<file path="src/include/pcsc_pkg.sv">
// package: register numbers, field positions and carrier types
package pcsc_pkg;
    // internal register numbers (index space of the register moves)
    localparam logic [7:0] PCSC_IDX_ERR_ADDR = 8'h7E; // error address view
    localparam logic [7:0] PCSC_IDX_STATUS = 8'h7B; // status/control number
    // status field positions
    localparam int PCSC_B_FIRST_ERROR_TRAP_FLAG = 7;
    localparam int PCSC_B_NESTED_ERROR_TRAP_FLAG = 6;
    localparam int PCSC_B_INTR = 5;
    localparam int PCSC_B_HIT = 4;
    localparam int PCSC_B_REFR = 3;
    localparam int PCSC_B_FLUSH = 2;
    localparam int PCSC_B_EN = 1;
    localparam int PCSC_B_FHIT = 0;
    localparam int PCSC_ETYPE_LO = 8;
    localparam int PCSC_ETYPE_HI = 12;
    // refresh view field positions
    localparam int PCSC_CNT_LO = 3;
    localparam int PCSC_CNT_HI = 8;
    localparam int PCSC_TMR_LO = 9;
    localparam int PCSC_TMR_HI = 15;
    localparam int PCSC_CNT_W = 6;
    localparam int PCSC_TMR_W = 7;
    localparam int PCSC_ADDR_W = 30;
    // reset values
    localparam logic [4:0] PCSC_ETYPE_RST = 5'h00;
    localparam logic [5:0] PCSC_CNT_RST = 6'h00;
    localparam logic [6:0] PCSC_TMR_RST = 7'h00;
    localparam logic [29:0] PCSC_ADDR_RST = 30'h00000000;
    // error report class
    typedef enum logic [1:0] {
        PCSC_ERR_NONE = 2'h0,
        PCSC_ERR_MCHK = 2'h1,
        PCSC_ERR_INTR = 2'h2
    } pcsc_class_t;
    // error event from the core pipeline
    typedef struct packed {
        logic valid;           // error event this cycle
        pcsc_class_t cls;      // machine check or interrupt
        logic [4:0] etype;     // error type bits 12..8
        logic is_read;         // failing reference was a read
        logic [29:0] addr;     // physical address of reference
    } pcsc_err_t;
    // register move request
    typedef struct packed {
        logic wr;              // register write move
        logic rd;              // register read move
        logic [7:0] idx;       // register number
        logic [31:0] wdata;    // write data
    } pcsc_req_t;
    // reference lookup from the pipeline
    typedef struct packed {
        logic valid;           // reference this cycle
        logic dstream;         // data-stream reference
        logic io_space;        // I/O space reference
        logic is_write;        // write reference
        logic tag_match;       // raw tag comparator output
    } pcsc_ref_t;
endpackage

</file>
<file path="src/hw/pcsc_top.sv">
// primary cache status, control and error capture
`timescale 1ns/1ps
module pcsc_top
    import pcsc_pkg::*;
(
    input wire logic clk, // processor clock
    input wire logic srst, // sync reset, active high
    input pcsc_req_t req, // register move request
    output logic [31:0] rdata, // read data, valid the cycle after rd
    input pcsc_err_t err, // error event
    input pcsc_ref_t ref_in, // reference lookup
    input wire logic nop_cycle, // no-operation cycle
    output logic hit, // reference hit
    output logic cacheable, // reference may be cached
    output logic tag_par_en, // tag parity reportable
    output logic data_par_en, // data parity reportable
    output logic flush_all, // clear all valid bits pulse
    output logic refresh_req, // refresh one row pulse
    output logic cache_active // cache effectively enabled
);
    logic first_error_trap_flag_r; // first error trap flag
    logic nested_error_trap_flag_r; // nested error trap flag
    logic intr_r; // error interrupt flag
    logic hit_r; // latched hit result
    logic refr_r; // refresh allow
    logic flush_r; // invalidate pulse
    logic en_r; // cache enable bit
    logic fhit_r; // force-hit bit
    logic [4:0] etype_r; // error type bits
    logic [29:0] addr_r; // captured error address
    logic wr_sts; // status write strobe
    logic wr_err; // address register write strobe
    logic locked; // interrupt-class type capture frozen
    logic mchk; // machine-check event
    logic ierr; // interrupt-class event
    logic [PCSC_CNT_W-1:0] cnt; // refresh counter
    logic [PCSC_TMR_W-1:0] tmr; // refresh timer
    logic [31:0] sts_view; // status read value
    logic [31:0] err_view; // address register read value

    assign wr_sts = req.wr && (req.idx == PCSC_IDX_STATUS);
    assign wr_err = req.wr && (req.idx == PCSC_IDX_ERR_ADDR);
    assign mchk = err.valid && (err.cls == PCSC_ERR_MCHK);
    assign ierr = err.valid && (err.cls == PCSC_ERR_INTR);
    assign locked = first_error_trap_flag_r || intr_r;

    // first trap: set wins over software clear
    always_ff @(posedge clk) begin
        if (srst) begin
            first_error_trap_flag_r <= 1'b0;
        end else if (mchk && !first_error_trap_flag_r) begin
            first_error_trap_flag_r <= 1'b1;
        end else if (wr_sts && req.wdata[PCSC_B_FIRST_ERROR_TRAP_FLAG]) begin
            first_error_trap_flag_r <= 1'b0;
        end
    end

    // nested trap: machine check while first trap set
    always_ff @(posedge clk) begin
        if (srst) begin
            nested_error_trap_flag_r <= 1'b0;
        end else if (mchk && first_error_trap_flag_r) begin
            nested_error_trap_flag_r <= 1'b1;
        end else if (wr_sts && req.wdata[PCSC_B_NESTED_ERROR_TRAP_FLAG]) begin
            nested_error_trap_flag_r <= 1'b0;
        end
    end

    // interrupt flag: set wins over clear
    always_ff @(posedge clk) begin
        if (srst) begin
            intr_r <= 1'b0;
        end else if (ierr) begin
            intr_r <= 1'b1;
        end else if (wr_sts && req.wdata[PCSC_B_INTR]) begin
            intr_r <= 1'b0;
        end
    end

    // error type capture with lock
    always_ff @(posedge clk) begin
        if (srst) begin
            etype_r <= PCSC_ETYPE_RST;
        end else if (mchk && !first_error_trap_flag_r) begin
            etype_r <= err.etype;
        end else if (ierr && !locked) begin
            etype_r <= err.etype;
        end
    end

    // error address capture on first trap, zero for writes
    always_ff @(posedge clk) begin
        if (srst) begin
            addr_r <= PCSC_ADDR_RST;
        end else if (mchk && !first_error_trap_flag_r) begin
            // writes carry no usable address
            addr_r <= err.is_read ? err.addr : PCSC_ADDR_RST;
        end
    end

    // control bits written by software
    always_ff @(posedge clk) begin
        if (srst) begin
            en_r <= 1'b0;
            fhit_r <= 1'b0;
            refr_r <= 1'b0;
        end else if (wr_sts) begin
            en_r <= req.wdata[PCSC_B_EN];
            fhit_r <= req.wdata[PCSC_B_FHIT];
            refr_r <= req.wdata[PCSC_B_REFR];
        end
    end

    // invalidate-all self clears after one cycle
    always_ff @(posedge clk) begin
        if (srst) begin
            flush_r <= 1'b0;
        end else begin
            flush_r <= wr_sts && req.wdata[PCSC_B_FLUSH];
        end
    end

    // hit latch on data-stream cycles
    always_ff @(posedge clk) begin
        if (srst) begin
            hit_r <= 1'b0;
        end else if (ref_in.valid && ref_in.dstream) begin
            hit_r <= hit;
        end
    end

    // any error flag disables the cache; enable bit kept
    assign cache_active = en_r && !first_error_trap_flag_r && !nested_error_trap_flag_r && !intr_r;
    assign flush_all = flush_r;

    pcsc_lookup u_lookup (
        .ref_in(ref_in),
        .cache_on(cache_active),
        .force_hit(fhit_r),
        .hit(hit),
        .cacheable(cacheable),
        .tag_par_en(tag_par_en),
        .data_par_en(data_par_en)
    );

    pcsc_refresh u_refresh (
        .clk(clk),
        .srst(srst),
        .enable(refr_r),
        .nop_cycle(nop_cycle),
        .load(wr_err),
        .wdata(req.wdata),
        .cnt(cnt),
        .tmr(tmr),
        .refresh_req(refresh_req)
    );

    // read views; flush bit always zero
    always_comb begin
        sts_view = 32'h00000000;
        sts_view[PCSC_ETYPE_HI:PCSC_ETYPE_LO] = etype_r;
        sts_view[PCSC_B_FIRST_ERROR_TRAP_FLAG] = first_error_trap_flag_r;
        sts_view[PCSC_B_NESTED_ERROR_TRAP_FLAG] = nested_error_trap_flag_r;
        sts_view[PCSC_B_INTR] = intr_r;
        sts_view[PCSC_B_HIT] = hit_r;
        sts_view[PCSC_B_REFR] = refr_r;
        sts_view[PCSC_B_EN] = en_r;
        sts_view[PCSC_B_FHIT] = fhit_r;
        err_view = 32'h00000000;
        if (first_error_trap_flag_r) begin
            err_view[PCSC_ADDR_W-1:0] = addr_r;
        end else begin
            err_view[PCSC_TMR_HI:PCSC_TMR_LO] = tmr;
            err_view[PCSC_CNT_HI:PCSC_CNT_LO] = cnt;
        end
    end

    // registered read data for read moves
    always_ff @(posedge clk) begin
        if (srst) begin
            rdata <= 32'h00000000;
        end else if (req.rd) begin
            case (req.idx)
                PCSC_IDX_STATUS: begin
                    rdata <= sts_view;
                end
                PCSC_IDX_ERR_ADDR: begin
                    rdata <= err_view;
                end
                default: begin
                    rdata <= 32'h00000000;
                end
            endcase
        end
    end

    AST_FIRST_ERROR_TRAP_FLAG_SET: assert property (@(posedge clk) disable iff (srst)
        mchk |=> first_error_trap_flag_r)
        else $error("machine check did not set first trap");
    AST_ADDR_FROZEN: assert property (@(posedge clk) disable iff (srst)
        first_error_trap_flag_r && $past(first_error_trap_flag_r) |-> $stable(addr_r) && $stable(etype_r))
        else $error("capture changed while locked");
    AST_NESTED_ERROR_TRAP_FLAG_SET: assert property (@(posedge clk) disable iff (srst)
        mchk && first_error_trap_flag_r |=> nested_error_trap_flag_r && first_error_trap_flag_r)
        else $error("nested trap not set");
    AST_DISABLE: assert property (@(posedge clk) disable iff (srst)
        (first_error_trap_flag_r || nested_error_trap_flag_r || intr_r) |-> !cache_active)
        else $error("cache active with error flag");
    AST_EN_KEPT: assert property (@(posedge clk) disable iff (srst)
        !wr_sts |=> $stable(en_r))
        else $error("enable bit changed without write");
    AST_CLEAR: assert property (@(posedge clk) disable iff (srst)
        wr_sts && req.wdata[PCSC_B_INTR] && !ierr |=> !intr_r)
        else $error("interrupt flag not cleared");
    AST_INTR_SET: assert property (@(posedge clk) disable iff (srst)
        ierr |=> intr_r)
        else $error("interrupt error not flagged");
    AST_FLUSH_PULSE: assert property (@(posedge clk) disable iff (srst)
        flush_all |=> !flush_all || $past(wr_sts))
        else $error("flush did not self clear");
    AST_MISS_OFF: assert property (@(posedge clk) disable iff (srst)
        !cache_active && !fhit_r |-> !hit)
        else $error("hit while cache disabled");
    AST_FHIT: assert property (@(posedge clk) disable iff (srst)
        fhit_r && ref_in.valid && !ref_in.io_space |-> hit)
        else $error("force hit missed");
    AST_VIEW: assert property (@(posedge clk) disable iff (srst)
        req.rd && req.idx == PCSC_IDX_ERR_ADDR && !first_error_trap_flag_r
        |=> rdata[31:16] == 16'h0000 && rdata[2:0] == 3'h0)
        else $error("refresh view reserved bits set");

    // flag clears by one-write, unless the same cycle sets them
    AST_FIRST_ERROR_TRAP_FLAG_CLR: assert property (@(posedge clk) disable iff (srst)
        wr_sts && req.wdata[PCSC_B_FIRST_ERROR_TRAP_FLAG] && !mchk |=> !first_error_trap_flag_r)
        else $error("first trap not cleared");
    AST_NESTED_ERROR_TRAP_FLAG_CLR: assert property (@(posedge clk) disable iff (srst)
        wr_sts && req.wdata[PCSC_B_NESTED_ERROR_TRAP_FLAG] && !(mchk && first_error_trap_flag_r) |=> !nested_error_trap_flag_r)
        else $error("nested trap not cleared");

    // capture of error type and address, and its lock
    AST_MCHK_CAPT: assert property (@(posedge clk) disable iff (srst)
        mchk && !first_error_trap_flag_r |=> etype_r == $past(err.etype))
        else $error("machine check type not captured");
    AST_INTR_CAPT: assert property (@(posedge clk) disable iff (srst)
        ierr && !locked |=> etype_r == $past(err.etype))
        else $error("interrupt type not captured");
    AST_INTR_LOCK: assert property (@(posedge clk) disable iff (srst)
        ierr && locked |=> $stable(etype_r))
        else $error("locked error type overwritten");
    AST_ADDR_CAPT: assert property (@(posedge clk) disable iff (srst)
        mchk && !first_error_trap_flag_r && err.is_read |=> addr_r == $past(err.addr))
        else $error("failing read address not captured");

    // hit latch, lookup, parity gating and flush pulse
    AST_HIT_LATCH: assert property (@(posedge clk) disable iff (srst)
        ref_in.valid && ref_in.dstream && !ref_in.io_space
            && ref_in.tag_match && cache_active |=> hit_r)
        else $error("hit latch missed a data-stream hit");
    AST_HIT_HOLD: assert property (@(posedge clk) disable iff (srst)
        !(ref_in.valid && ref_in.dstream) |=> $stable(hit_r))
        else $error("hit latch moved without data-stream cycle");
    AST_NO_IO: assert property (@(posedge clk) disable iff (srst)
        ref_in.valid && ref_in.io_space |-> !cacheable && !hit)
        else $error("I/O reference cached");
    AST_PAR_OFF: assert property (@(posedge clk) disable iff (srst)
        fhit_r && ref_in.dstream |-> !tag_par_en && !data_par_en)
        else $error("parity reported under force hit");
    AST_PAR_ON: assert property (@(posedge clk) disable iff (srst)
        cache_active && !fhit_r && !ref_in.is_write
        |-> tag_par_en && data_par_en)
        else $error("parity not reportable with cache on");
    AST_FLUSH_SET: assert property (@(posedge clk) disable iff (srst)
        wr_sts && req.wdata[PCSC_B_FLUSH] |=> flush_all)
        else $error("invalidate write gave no flush");

    // read views
    AST_ERR_VIEW: assert property (@(posedge clk) disable iff (srst)
        req.rd && req.idx == PCSC_IDX_ERR_ADDR && first_error_trap_flag_r
        |=> rdata == {2'h0, $past(addr_r)})
        else $error("error address view wrong");
    AST_STS_VIEW: assert property (@(posedge clk) disable iff (srst)
        req.rd && req.idx == PCSC_IDX_STATUS
        |=> rdata[31:13] == 19'h00000 && !rdata[PCSC_B_FLUSH])
        else $error("status view reserved or flush bit set");
    CVR_MCHK: cover property (@(posedge clk) disable iff (srst) mchk);
    CVR_INTR_LOCK: cover property (@(posedge clk) disable iff (srst)
        ierr && locked);
    CVR_NEST: cover property (@(posedge clk) disable iff (srst)
        mchk && first_error_trap_flag_r);
    CVR_INTR: cover property (@(posedge clk) disable iff (srst) ierr);
    CVR_FLUSH: cover property (@(posedge clk) disable iff (srst) flush_all);
endmodule

</file>
<file path="src/hw/pcsc_refresh.sv">
// refresh counter and timer
`timescale 1ns/1ps
module pcsc_refresh
    import pcsc_pkg::*;
(
    input wire logic clk, // processor clock
    input wire logic srst, // sync reset
    input wire logic enable, // refresh allowed
    input wire logic nop_cycle, // no-operation cycle
    input wire logic load, // write to error address register
    input wire logic [31:0] wdata, // write data
    output logic [PCSC_CNT_W-1:0] cnt, // refresh counter
    output logic [PCSC_TMR_W-1:0] tmr, // refresh timer
    output logic refresh_req // refresh one row this cycle
);
    logic [PCSC_CNT_W-1:0] cnt_r; // counter state
    logic [PCSC_TMR_W-1:0] tmr_r; // timer state
    logic tick_r; // timer wrap pulse

    // counter: load wins, else advance on no-ops
    always_ff @(posedge clk) begin
        if (srst) begin
            cnt_r <= PCSC_CNT_RST;
        end else if (load) begin
            cnt_r <= wdata[PCSC_CNT_HI:PCSC_CNT_LO];
        end else if (enable && nop_cycle) begin
            cnt_r <= cnt_r + 6'h01;
        end
    end

    // timer: advances on other cycles, stops when disabled
    always_ff @(posedge clk) begin
        if (srst) begin
            tmr_r <= PCSC_TMR_RST;
            tick_r <= 1'b0;
        end else if (load) begin
            tmr_r <= wdata[PCSC_TMR_HI:PCSC_TMR_LO];
            tick_r <= 1'b0;
        end else begin
            tick_r <= 1'b0;
            if (enable && !nop_cycle) begin
                tmr_r <= tmr_r + 7'h01;
                tick_r <= (tmr_r == 7'h7F);
            end
        end
    end

    assign cnt = cnt_r;
    assign tmr = tmr_r;
    assign refresh_req = tick_r & enable;

    AST_HOLD: assert property (@(posedge clk) disable iff (srst)
        !enable && !load |=> $stable(cnt_r) && $stable(tmr_r))
        else $error("refresh state moved while disabled");
    AST_LOAD: assert property (@(posedge clk) disable iff (srst)
        load |=> cnt_r == $past(wdata[PCSC_CNT_HI:PCSC_CNT_LO])
            && tmr_r == $past(wdata[PCSC_TMR_HI:PCSC_TMR_LO]))
        else $error("refresh load mismatch");
endmodule

</file>
<file path="src/hw/pcsc_lookup.sv">
// hit/miss qualification and parity report gating
`timescale 1ns/1ps
module pcsc_lookup
    import pcsc_pkg::*;
(
    input pcsc_ref_t ref_in, // reference from pipeline
    input wire logic cache_on, // effective cache enable
    input wire logic force_hit, // force-hit control
    output logic hit, // reference hits
    output logic cacheable, // reference may be filled
    output logic tag_par_en, // tag parity reportable
    output logic data_par_en // data parity reportable
);
    // combinational lookup qualification
    always_comb begin
        cacheable = ref_in.valid && !ref_in.io_space && cache_on;
        if (!ref_in.valid || ref_in.io_space) begin
            hit = 1'b0;
        end else if (force_hit) begin
            hit = 1'b1;
        end else if (!cache_on) begin
            hit = 1'b0;
        end else begin
            hit = ref_in.tag_match;
        end
        tag_par_en = cache_on && !(force_hit && ref_in.dstream);
        data_par_en = cache_on && !(force_hit && ref_in.dstream)
            && !ref_in.is_write;
    end
endmodule

</file>
<file path="config.mk">
export PLATFORM = sky130hd
export DESIGN_NAME = pcsc_top
export DESIGN_NICKNAME = d
export VERILOG_FILES = /design/src/include/pcsc_pkg.sv /design/src/hw/pcsc_top.sv /design/src/hw/pcsc_refresh.sv /design/src/hw/pcsc_lookup.sv
export SDC_FILE = /design/constraint.sdc
export NUM_CORES = 1
export LEC_CHECK = 0
export BUFFER_PORTS_ARGS = -buffer_cell sky130_fd_sc_hd__buf_2
export CAP_MARGIN = 20
export CORE_ASPECT_RATIO = 1.75
export CORE_UTILIZATION = 45
export CTS_CLUSTER_DIAMETER = 150
export DETAILED_ROUTE_END_ITERATION = 10
export GPL_ROUTABILITY_DRIVEN = 0
export GPL_TIMING_DRIVEN = 0
export PLACE_DENSITY = 0.76
export SLEW_MARGIN = 20
export SYNTH_ARGS = -nofsm -noshare
export SYNTH_HDL_FRONTEND = slang
export SYNTH_SLANG_ARGS = --single-unit
</file>
<file path="constraint.sdc">
create_clock -name clk -period 1.63 [get_ports clk]
set_clock_uncertainty 0.05 [all_clocks]
set_input_delay 0.0815 -clock clk [delete_from_list [all_inputs] [get_ports clk]]
set_output_delay 0.0815 -clock clk [all_outputs]
set_load 0.005 [all_outputs]
</file>
# Yosys cells after proc, flatten, opt, wreduce, memory -nomap -nowiden
# Index checks and enable logic that the tools add are counted.
dict set report word_totals {
  register_bits 89
  elab_cells 83
}
dict set report classes {
  addsub 2
  eq_ne 5
  muxes 20
  bitwise_logic 2
  n_reduce_logical 40
}
# cell n
set op_table {}
lappend op_table {{one-hot mux 30 bit (2 select lines)} 1}
lappend op_table {{two-way mux 30 bit} 1}
lappend op_table {{logical AND 1 bit} 22}
lappend op_table {{== test 8 x 7 -> 1 bit, second input constant} 2}
lappend op_table {{two-way mux 14 bit} 1}
lappend op_table {{two-way mux 7 bit} 2}
lappend op_table {{two-way mux 13 bit} 1}
lappend op_table {{two-way mux 6 bit} 2}
lappend op_table {{nonzero test 2 bit} 6}
lappend op_table {{two-way mux 5 bit} 2}
lappend op_table {{zero test 1 bit} 9}
lappend op_table {{two-way mux 1 bit} 9}
lappend op_table {{adder 7 x 1 -> 7 bit, second input constant} 1}
lappend op_table {{== test 7 bit, second input constant} 1}
lappend op_table {{adder 6 x 1 -> 6 bit, second input constant} 1}
lappend op_table {{two-way mux 3 bit} 1}
lappend op_table {{OR reduction 3 bit} 1}
lappend op_table {{== test 2 x 1 -> 1 bit, second input constant} 1}
lappend op_table {{== test 2 bit, second input constant} 1}
lappend op_table {{logical OR 1 bit} 2}
lappend op_table {{AND 1 bit} 1}
lappend op_table {{inverter 1 bit} 1}

# Longest topological paths before layout
# Gate-level depths: netlist of run 1.
dict set report logic_depth {
  word_depth 7
  depth_mapped 6
}

# Hierarchy
# Synthesis of run 1 repeated with hierarchy kept, for this count alone.
dict set report unflattened {
  hier_cells 465
  area_unflattened_um2 4071.4
}
# module instances cells_each area_per_inst_um2 seq_area_each_um2
set by_module_without_submodules {}
lappend by_module_without_submodules {pcsc_top 1 374 3296.9 1461.4}
lappend by_module_without_submodules {pcsc_refresh 1 86 733.2 280.3}
lappend by_module_without_submodules {pcsc_lookup 1 5 41.3 0.0}

# Worst setup path before layout of run 1
# Ideal clock, no wire load.
dict set report synth_path {
  kind {reg2reg}
  start {reg intr_r}
  end {reg hit_r}
  arrival_time_ns 1.438
  t_required_ns 1.513
  slack_ns 0.075
  stages_incl_launch_ff 6
  n_path_buf 0
  synth_period_minus_slack_ns 1.555
  path_cell_list {dfxtp_1 > or4b_4 > inv_2 > a21oi_2 > or3_1 > a21oi_2}
}
dict set report synth_between {
  elab_chain_cells 5
}
# element line_no
set synth_lines {}
lappend synth_lines {{start, declared} pcsc_top.sv:23} ;# logic intr_r;
lappend synth_lines {{start signal, assigned} pcsc_top.sv:72} ;# intr_r <= 1'b0;
lappend synth_lines {{start signal, assigned} pcsc_top.sv:74} ;# intr_r <= 1'b1;
lappend synth_lines {{start signal, assigned} pcsc_top.sv:76} ;# intr_r <= 1'b0;
lappend synth_lines {{zero test 1 bit} pcsc_top.sv:133} ;# assign cache_active = en_r && !first_error_trap_flag_r && !nested_error_trap_flag_r && !intr_r;
lappend synth_lines {{logical AND 1 bit} pcsc_top.sv:133}
lappend synth_lines {{net cache_active} pcsc_top.sv:19} ;# output logic cache_active
lappend synth_lines {{two-way mux 1 bit} pcsc_lookup.sv:21} ;# end else if (!cache_on) begin
lappend synth_lines {{two-way mux 1 bit} pcsc_lookup.sv:19} ;# end else if (force_hit) begin
lappend synth_lines {{two-way mux 1 bit} pcsc_lookup.sv:17} ;# if (!ref_in.valid || ref_in.io_space) begin
lappend synth_lines {{end signal, assigned} pcsc_top.sv:128} ;# hit_r <= hit;
lappend synth_lines {{end, declared} pcsc_top.sv:24} ;# logic hit_r;
# The timed path passes the listed nets, and every way through them passes these cells.
# A chain may end at the register's enable or synchronous reset.

# Final worst setup path of run 1
dict set report layout_path {
  start {reg nested_error_trap_flag_r}
  end {out data_par_en}
}
dict set report layout_between {
  elab_chain_cells 5
}
# element line_no
set layout_lines {}
lappend layout_lines {{start, declared} pcsc_top.sv:22} ;# logic nested_error_trap_flag_r;
lappend layout_lines {{start signal, assigned} pcsc_top.sv:61} ;# nested_error_trap_flag_r <= 1'b0;
lappend layout_lines {{start signal, assigned} pcsc_top.sv:63} ;# nested_error_trap_flag_r <= 1'b1;
lappend layout_lines {{start signal, assigned} pcsc_top.sv:65} ;# nested_error_trap_flag_r <= 1'b0;
lappend layout_lines {{zero test 1 bit} pcsc_top.sv:133}
lappend layout_lines {{logical AND 1 bit (2 in series)} pcsc_top.sv:133}
lappend layout_lines {{logical AND 1 bit} pcsc_lookup.sv:27} ;# data_par_en = cache_on && !(force_hit && ref_in.dstream)
lappend layout_lines {{logical AND 1 bit} pcsc_lookup.sv:28} ;# && !ref_in.is_write;
lappend layout_lines {{end, declared} pcsc_top.sv:16} ;# output logic data_par_en,
# Every way passes these cells.

==> results of run 1 <==
[stage by stage]
| stage | instance area [µm²] | utilization (%) | hold slack, ps | setup slack (ps) | TNS, ps |
|---|---|---|---|---|---|
| final | 5130 | 65.3 | 8.56 | -134 | -340 |
| after global routing | 5130 | 65.3 | 10.6 | -178 | -571 |
| after CTS | 5110 | 65.0 | 0.100 | -123 | -287 |
| after detailed placement | 4280 | 54.4 | 286 | -53.1 | -94.3 |
| after global placement | 4280 | 54.4 | 277 | -15.4 | -43.6 |
| after floorplan | 3630 | - | 143 | 74.7 | 0 |
[where the power goes]
group	internal, mW	total (mW)	switching [mW]
sequential	2.16	2.19	0.0234
combinational	0.210	0.417	0.207
clock	1.33	2.15	0.820
total	3.71	4.76	1.05
[critical path, delay by kind of cell, from the launching register on]
kind | cells | cell delay (ps)
compound gates | 1 | 140
buf+inv | 1 | 110
flops | 1 | 320
simple gates | 2 | 720
[per-layer routing]
metal / GRT usage [%] / vias up / share of wire [%]
met4: 18.6 / 0 / 5.4
met3: 5.75 / 42 / 5.5
li1: - / 1829 / -
met2: 49.1 / 166 / 53
met5: 0 / - / 0
met1: 28.1 / 1768 / 36
[worst paths after layout]
path,end,slack (ps),cells after the start
setup / recovery,data_par_en,-130,4
hold / removal,u_refresh.tmr[4],9,3
setup reg to reg,hit_r,10,5
hold reg to reg,addr_r[15],400,2
[final cells by class]
type / instances / share of cell area, %
Multi-Input combinational cell: 295 / 33.8
Buffer: 36 / 3.02
Inverter: 5 / 0.366
Timing Repair Buffer: 158 / 20.4
Clock inverter: 7 / 1.71
Tap cell: 90 / 2.19
Clock buffer: 9 / 4.39
Sequential cell: 87 / 34.0
[cells in the final DEF (no fill, tap or decap), types with 3 or more instances in the layout]
master	instances
nand3_1	43
nand2_1	48
and4_1	3
nor2b_1	4
dlygate4sd3_1	47
a22oi_1	12
buf_4	7
o21ai_0	3
buf_2	109
nor3_1	9
a221oi_1	8
a21oi_1	42
clkbuf_1	25
mux2_2	13
inv_1	3
dfxtp_1	83
clkbuf_2	3
nand4_1	9
mux2i_1	7
clkinv_2	4
clkbuf_16	9
dfxtp_2	4
xor2_1	9
a211oi_1	13
nor2_1	43
and2_1	5
[flip-flops by register name, summed over array words and instances, names as in the netlist]
signal / count
nested_error_trap_flag_r: 1
addr_r: 30
u_refresh.tick_r: 1
en_r: 1
etype_r: 5
u_refresh.cnt: 6
u_refresh.tmr: 7
hit_r: 1
rdata: 30
fhit_r: 1
first_error_trap_flag_r: 1
refr_r: 1
intr_r: 1
flush_all: 1
[repair_timing]
action                     CTS  global route
setup buffers                4             0
hold endpoints to repair    46             0
setup endpoints to repair   16            35
hold buffers                47             0
resized for setup            8            11
pin swaps                    2             0
[logic make-up (layout without fill, tap and decap cells)]
family / count (synthesis) / count (layout) / share of synthesized area (%)
buffers and inverters: 41 / 215 / 4.59
DFF: 87 / 87 / 48.1
AOI/OAI and AO/OA: 86 / 86 / 15.0
and+or+nand+nor: 174 / 174 / 22.9
other: 1 / 2 / 0.103
muxes: 20 / 20 / 5.97
xor gates and xnor gates: 11 / 11 / 2.66
adders and majority gates: 2 / 2 / 0.690
==> out/results.tsv, run 1 <==
metric	value	unit
status	finished with violations	
failed_checks	negative setup slack	
p_leak	2.13	nW
cts_tree	built	
cp_slowest_stage_delay	580	ps
antenna_found_initial	0	
startpoint_type	flip-flop	
yosysWarnings	0	
regArea	1750	µm²
dieArea	8430	µm²
reg2reg_from	nested_error_trap_flag_r	
yosysTopAreaCell	dfxtp_1	
die_h	121	µm
critPathKind	flip-flop to output port	
vdd_ir_drop_max	0.666	mV
wl_per_cell	16.7	µm
synth_area	3620	µm²
via_per_inst	5.54	
ys_ff_latch	87	
crit_chain	or4b_4 > a21oi_4 > nor2b_1 > buf_2	
stdcell_count	687	
synth_area_leaders	dfxtp_1, a21oi_1, nand3_1	
yosysSeqAreaShare	48.1	%
grt_pass1_vias	3806	
p_per_area	927	nW/µm²
fill_cells	649	
ios	128	
drcViolationCount	0	
grt_pass1_wl	17.9	mm
area_growth	41.6	%
dr.pass1.iters	5	
std_cell_rows	43	
ant_nets	0	
cts.sinks	87	
worstSkewPairLatency	340	ps
cap_viol_max_count	0	
rsz0062_at_grt	true	
layout-drive-gt1-share	27.1	%
syn-instance-count	422	
synth.avg_cell_area	8.59	µm²
dp_hpwl	7.96	mm
placed_cells	620	
clock.fmax	0.567	GHz
multi_input_area	1740	µm²
synth_edf_count	0	
max_slew_margin	57.0	%
synth.most_common_cell	dfxtp_1	
worst_pin_slew	641	ps
finalPower	4.76	mW
async_flop_share	0	%
cts-root-buf	clkbuf_16	
cpMaxStageDelayCell	or4b_4	
ys.flop_type	dfxtp_1	
grt_overflow_total	0	
die_width	69.8	µm
vias	3805	
worstHoldPathType	primary input to flip-flop	
nNetsFinal	683	
yosys-top-cells-count	dfxtp_1, nand2_1, a21oi_1, nand3_1, nor2_1	
worst_slack	-134	ps
numCtsBuffers	9	
arrival	1630	ps
grtUsageTotal	27.4	%
core	7860	µm²
synth_top_area_share	48.1	%
cts_max_level	3	
worst_ep_required_time	1500	ps
report.final.slew_viol_count	0	
crit_fanout	3	
cp-startpoint	nested_error_trap_flag_r	
worst_hold_startpoint	req[13]	
cp-end-kind	output port	
cts.reportedPaths.clkPinSlew	60	ps
antenna_cells	0	
clock_path_buffers	2	
initial_utilization	46.1	%
setup_viol	4	
synth_cell_types	39	
fin_crit	1760	ps
finalHoldViolations	0	
drtIter0Drc	297	
grt_max_degree	15	
io_buffers	107	
period_share	108	%
routed_wl	11.4	mm
Power figures use the tool's default switching activity.
==> run 2, diff against run 1 <==
--- a/config.mk
+++ b/config.mk
@@ -13,7 +13,7 @@
 export DETAILED_ROUTE_END_ITERATION = 10
 export GPL_ROUTABILITY_DRIVEN = 0
 export GPL_TIMING_DRIVEN = 0
-export PLACE_DENSITY = 0.76
+export PLACE_DENSITY_LB_ADDON = 0.3
 export SLEW_MARGIN = 20
 export SYNTH_ARGS = -nofsm -noshare
 export SYNTH_HDL_FRONTEND = slang
==> run 2 against run 1 <==
The run still ends with negative setup slack left. Clock-buffer cell count up 5. Cell count rose by 0.15%. Setup slack got worse by 27 ps. Critical path type unchanged. Largest power group unchanged. Highest routed layer unchanged.
==> out/results.tsv, run 2 (same netlist as run 1, synthesis figures left out) <==
metric	value	unit
cp_slowest_stage_delay	580	ps
p_leak	2.13	nW
fin_util	65.4	%
antenna_cells	0	
io_buffers	107	
failed_checks	negative setup slack	
vdd_ir_drop_max	0.714	mV
grtUsageTotal	27.7	%
critPathKind	flip-flop to output port	
cts-root-buf	clkbuf_16	
status	finished with violations	
grt_pass1_wl	18.2	mm
reg2regPathDepth	5	
area_growth	41.7	%
layout-drive-gt1-share	26.8	%
antenna_found_initial	0	
regArea	1750	µm²
die_width	69.8	µm
arrival	1660	ps
std_cell_rows	43	
nNetsFinal	684	
path_delay_family	simple AND/OR/NAND/NOR gates	
vias	3708	
routed_wl	11.4	mm
period_share	110	%
numCtsBuffers	9	
worst_pin_slew	649	ps
final_cell_mix	buf_2, dfxtp_1, dlygate4sd3_1, nand2_1	
cp-end-kind	output port	
p_per_area	899	nW/µm²
fin_crit	1790	ps
crit_chain	or4b_4 > a21oi_4 > nor2b_1 > buf_2	
cap_viol_max_count	0	
initial_utilization	46.1	%
reg2reg_from	nested_error_trap_flag_r	
layout_commonest_cell	buf_2	
grt_pass1_vias	3795	
drtIter0Drc	278	
cpMaxStageDelayCell	or4b_4	
cts_max_level	3	
fill_cells	660	
cts_tree	built	
hold_end	u_refresh.tmr[4]	
whs	1.36	ps
crit_fanout	3	
cts.reportedPaths.clkPinSlew	60	ps
worstHoldPathType	primary input to flip-flop	
worstSkewPairLatency	340	ps
finalHoldViolations	0	
clock.fmax	0.558	GHz
multi_input_area	1740	µm²
die_h	121	µm
setup_viol	6	
rsz0062_at_grt	true	
cts.sinks	87	
ios	128	
r2r_end	hit_r	
dp_hpwl	7.94	mm
clock_path_buffers	2	
core	7860	µm²
worst_hold_startpoint	req[13]	
min_path_cells	3	
grt_max_degree	14	
grt_overflow_total	0	
drcViolationCount	0	
startpoint_type	flip-flop	
wl_per_cell	16.5	µm
worst_ep_required_time	1500	ps
ant_nets	0	
dieArea	8430	µm²
worst-path-buf-inv	1	
rrSetupSlack	-10	ps
dr.pass1.iters	4	
via_per_inst	5.39	
report.final.slew_viol_count	0	
max_slew_margin	56.4	%
worst_slack	-161	ps
[run 2: tightest hold or removal path, cell delays in order]
cell and delay [ps]:
buf_2 110, nor2_1 100, a211oi_1 60
[run 2: what timing repair did]
action / CTS / global route
pin swaps: 1 / 2
endpoints found under the setup margin: 12 / 38
hold endpoints to repair: 50 / 0
gates resized for setup: 8 / 16
hold buffers: 50 / 0
cloned: 0 / 0
setup buffers: 2 / 0
[run 2: area by class of cell]
| class | instances | area share [%] |
|---|---|---|
| inverter | 5 | 0.365 |
| sequential | 87 | 34.0 |
| multi-input combinational | 295 | 33.8 |
| timing repair buffer | 159 | 20.8 |
| clock buffer | 14 | 5.53 |
| tap | 90 | 2.19 |
| clock inverter | 2 | 0.244 |
| buffer | 36 | 3.09 |
[run 2: where the power goes]
group          switching [mW]  total [mW]  internal (mW)
Sequential             0.0243        2.19           2.17
Combinational           0.208       0.422          0.214
Clock                   0.807        2.00           1.20
Total                    1.04        4.62           3.58
[run 2: worst max path at each step]
stage / startpoint / end / slack, ps / cells after the start
after floorplan: intr_r / hit_r / 70 / 5
after global placement: first_error_trap_flag_r / rdata[8] / -70 / 4
after detailed placement: first_error_trap_flag_r / rdata[11] / -90 / 4
after CTS: nested_error_trap_flag_r / data_par_en / -140 / 4
after global routing: nested_error_trap_flag_r / data_par_en / -190 / 4
final: nested_error_trap_flag_r / data_par_en / -160 / 4
[run 2: per-layer routing]
| layer | track usage [%] | up-vias | part of all wire (%) |
|---|---|---|---|
| met3 | 2.75 | 32 | 4.1 |
| met4 | 17.9 | 0 | 4.7 |
| met2 | 51.6 | 126 | 55 |
| met1 | 29.0 | 1726 | 36 |
| li1 | - | 1824 | - |
| met5 | 0 | - | 0 |
[run 2: through the flow]
step	TNS [ps]	worst slack, ps	total power [mW]	instances	area, µm²
6_report	-420	-161	4.62	688	5140
2_1_floorplan	0	74.7	2.39	423	3630
3_3_place_gp	-231	-69.1	2.54	620	4280
5_1_grt	-675	-193	4.76	688	5140
4_1_cts	-314	-142	4.62	688	5110
3_5_place_dp	-318	-85.0	2.55	620	4280
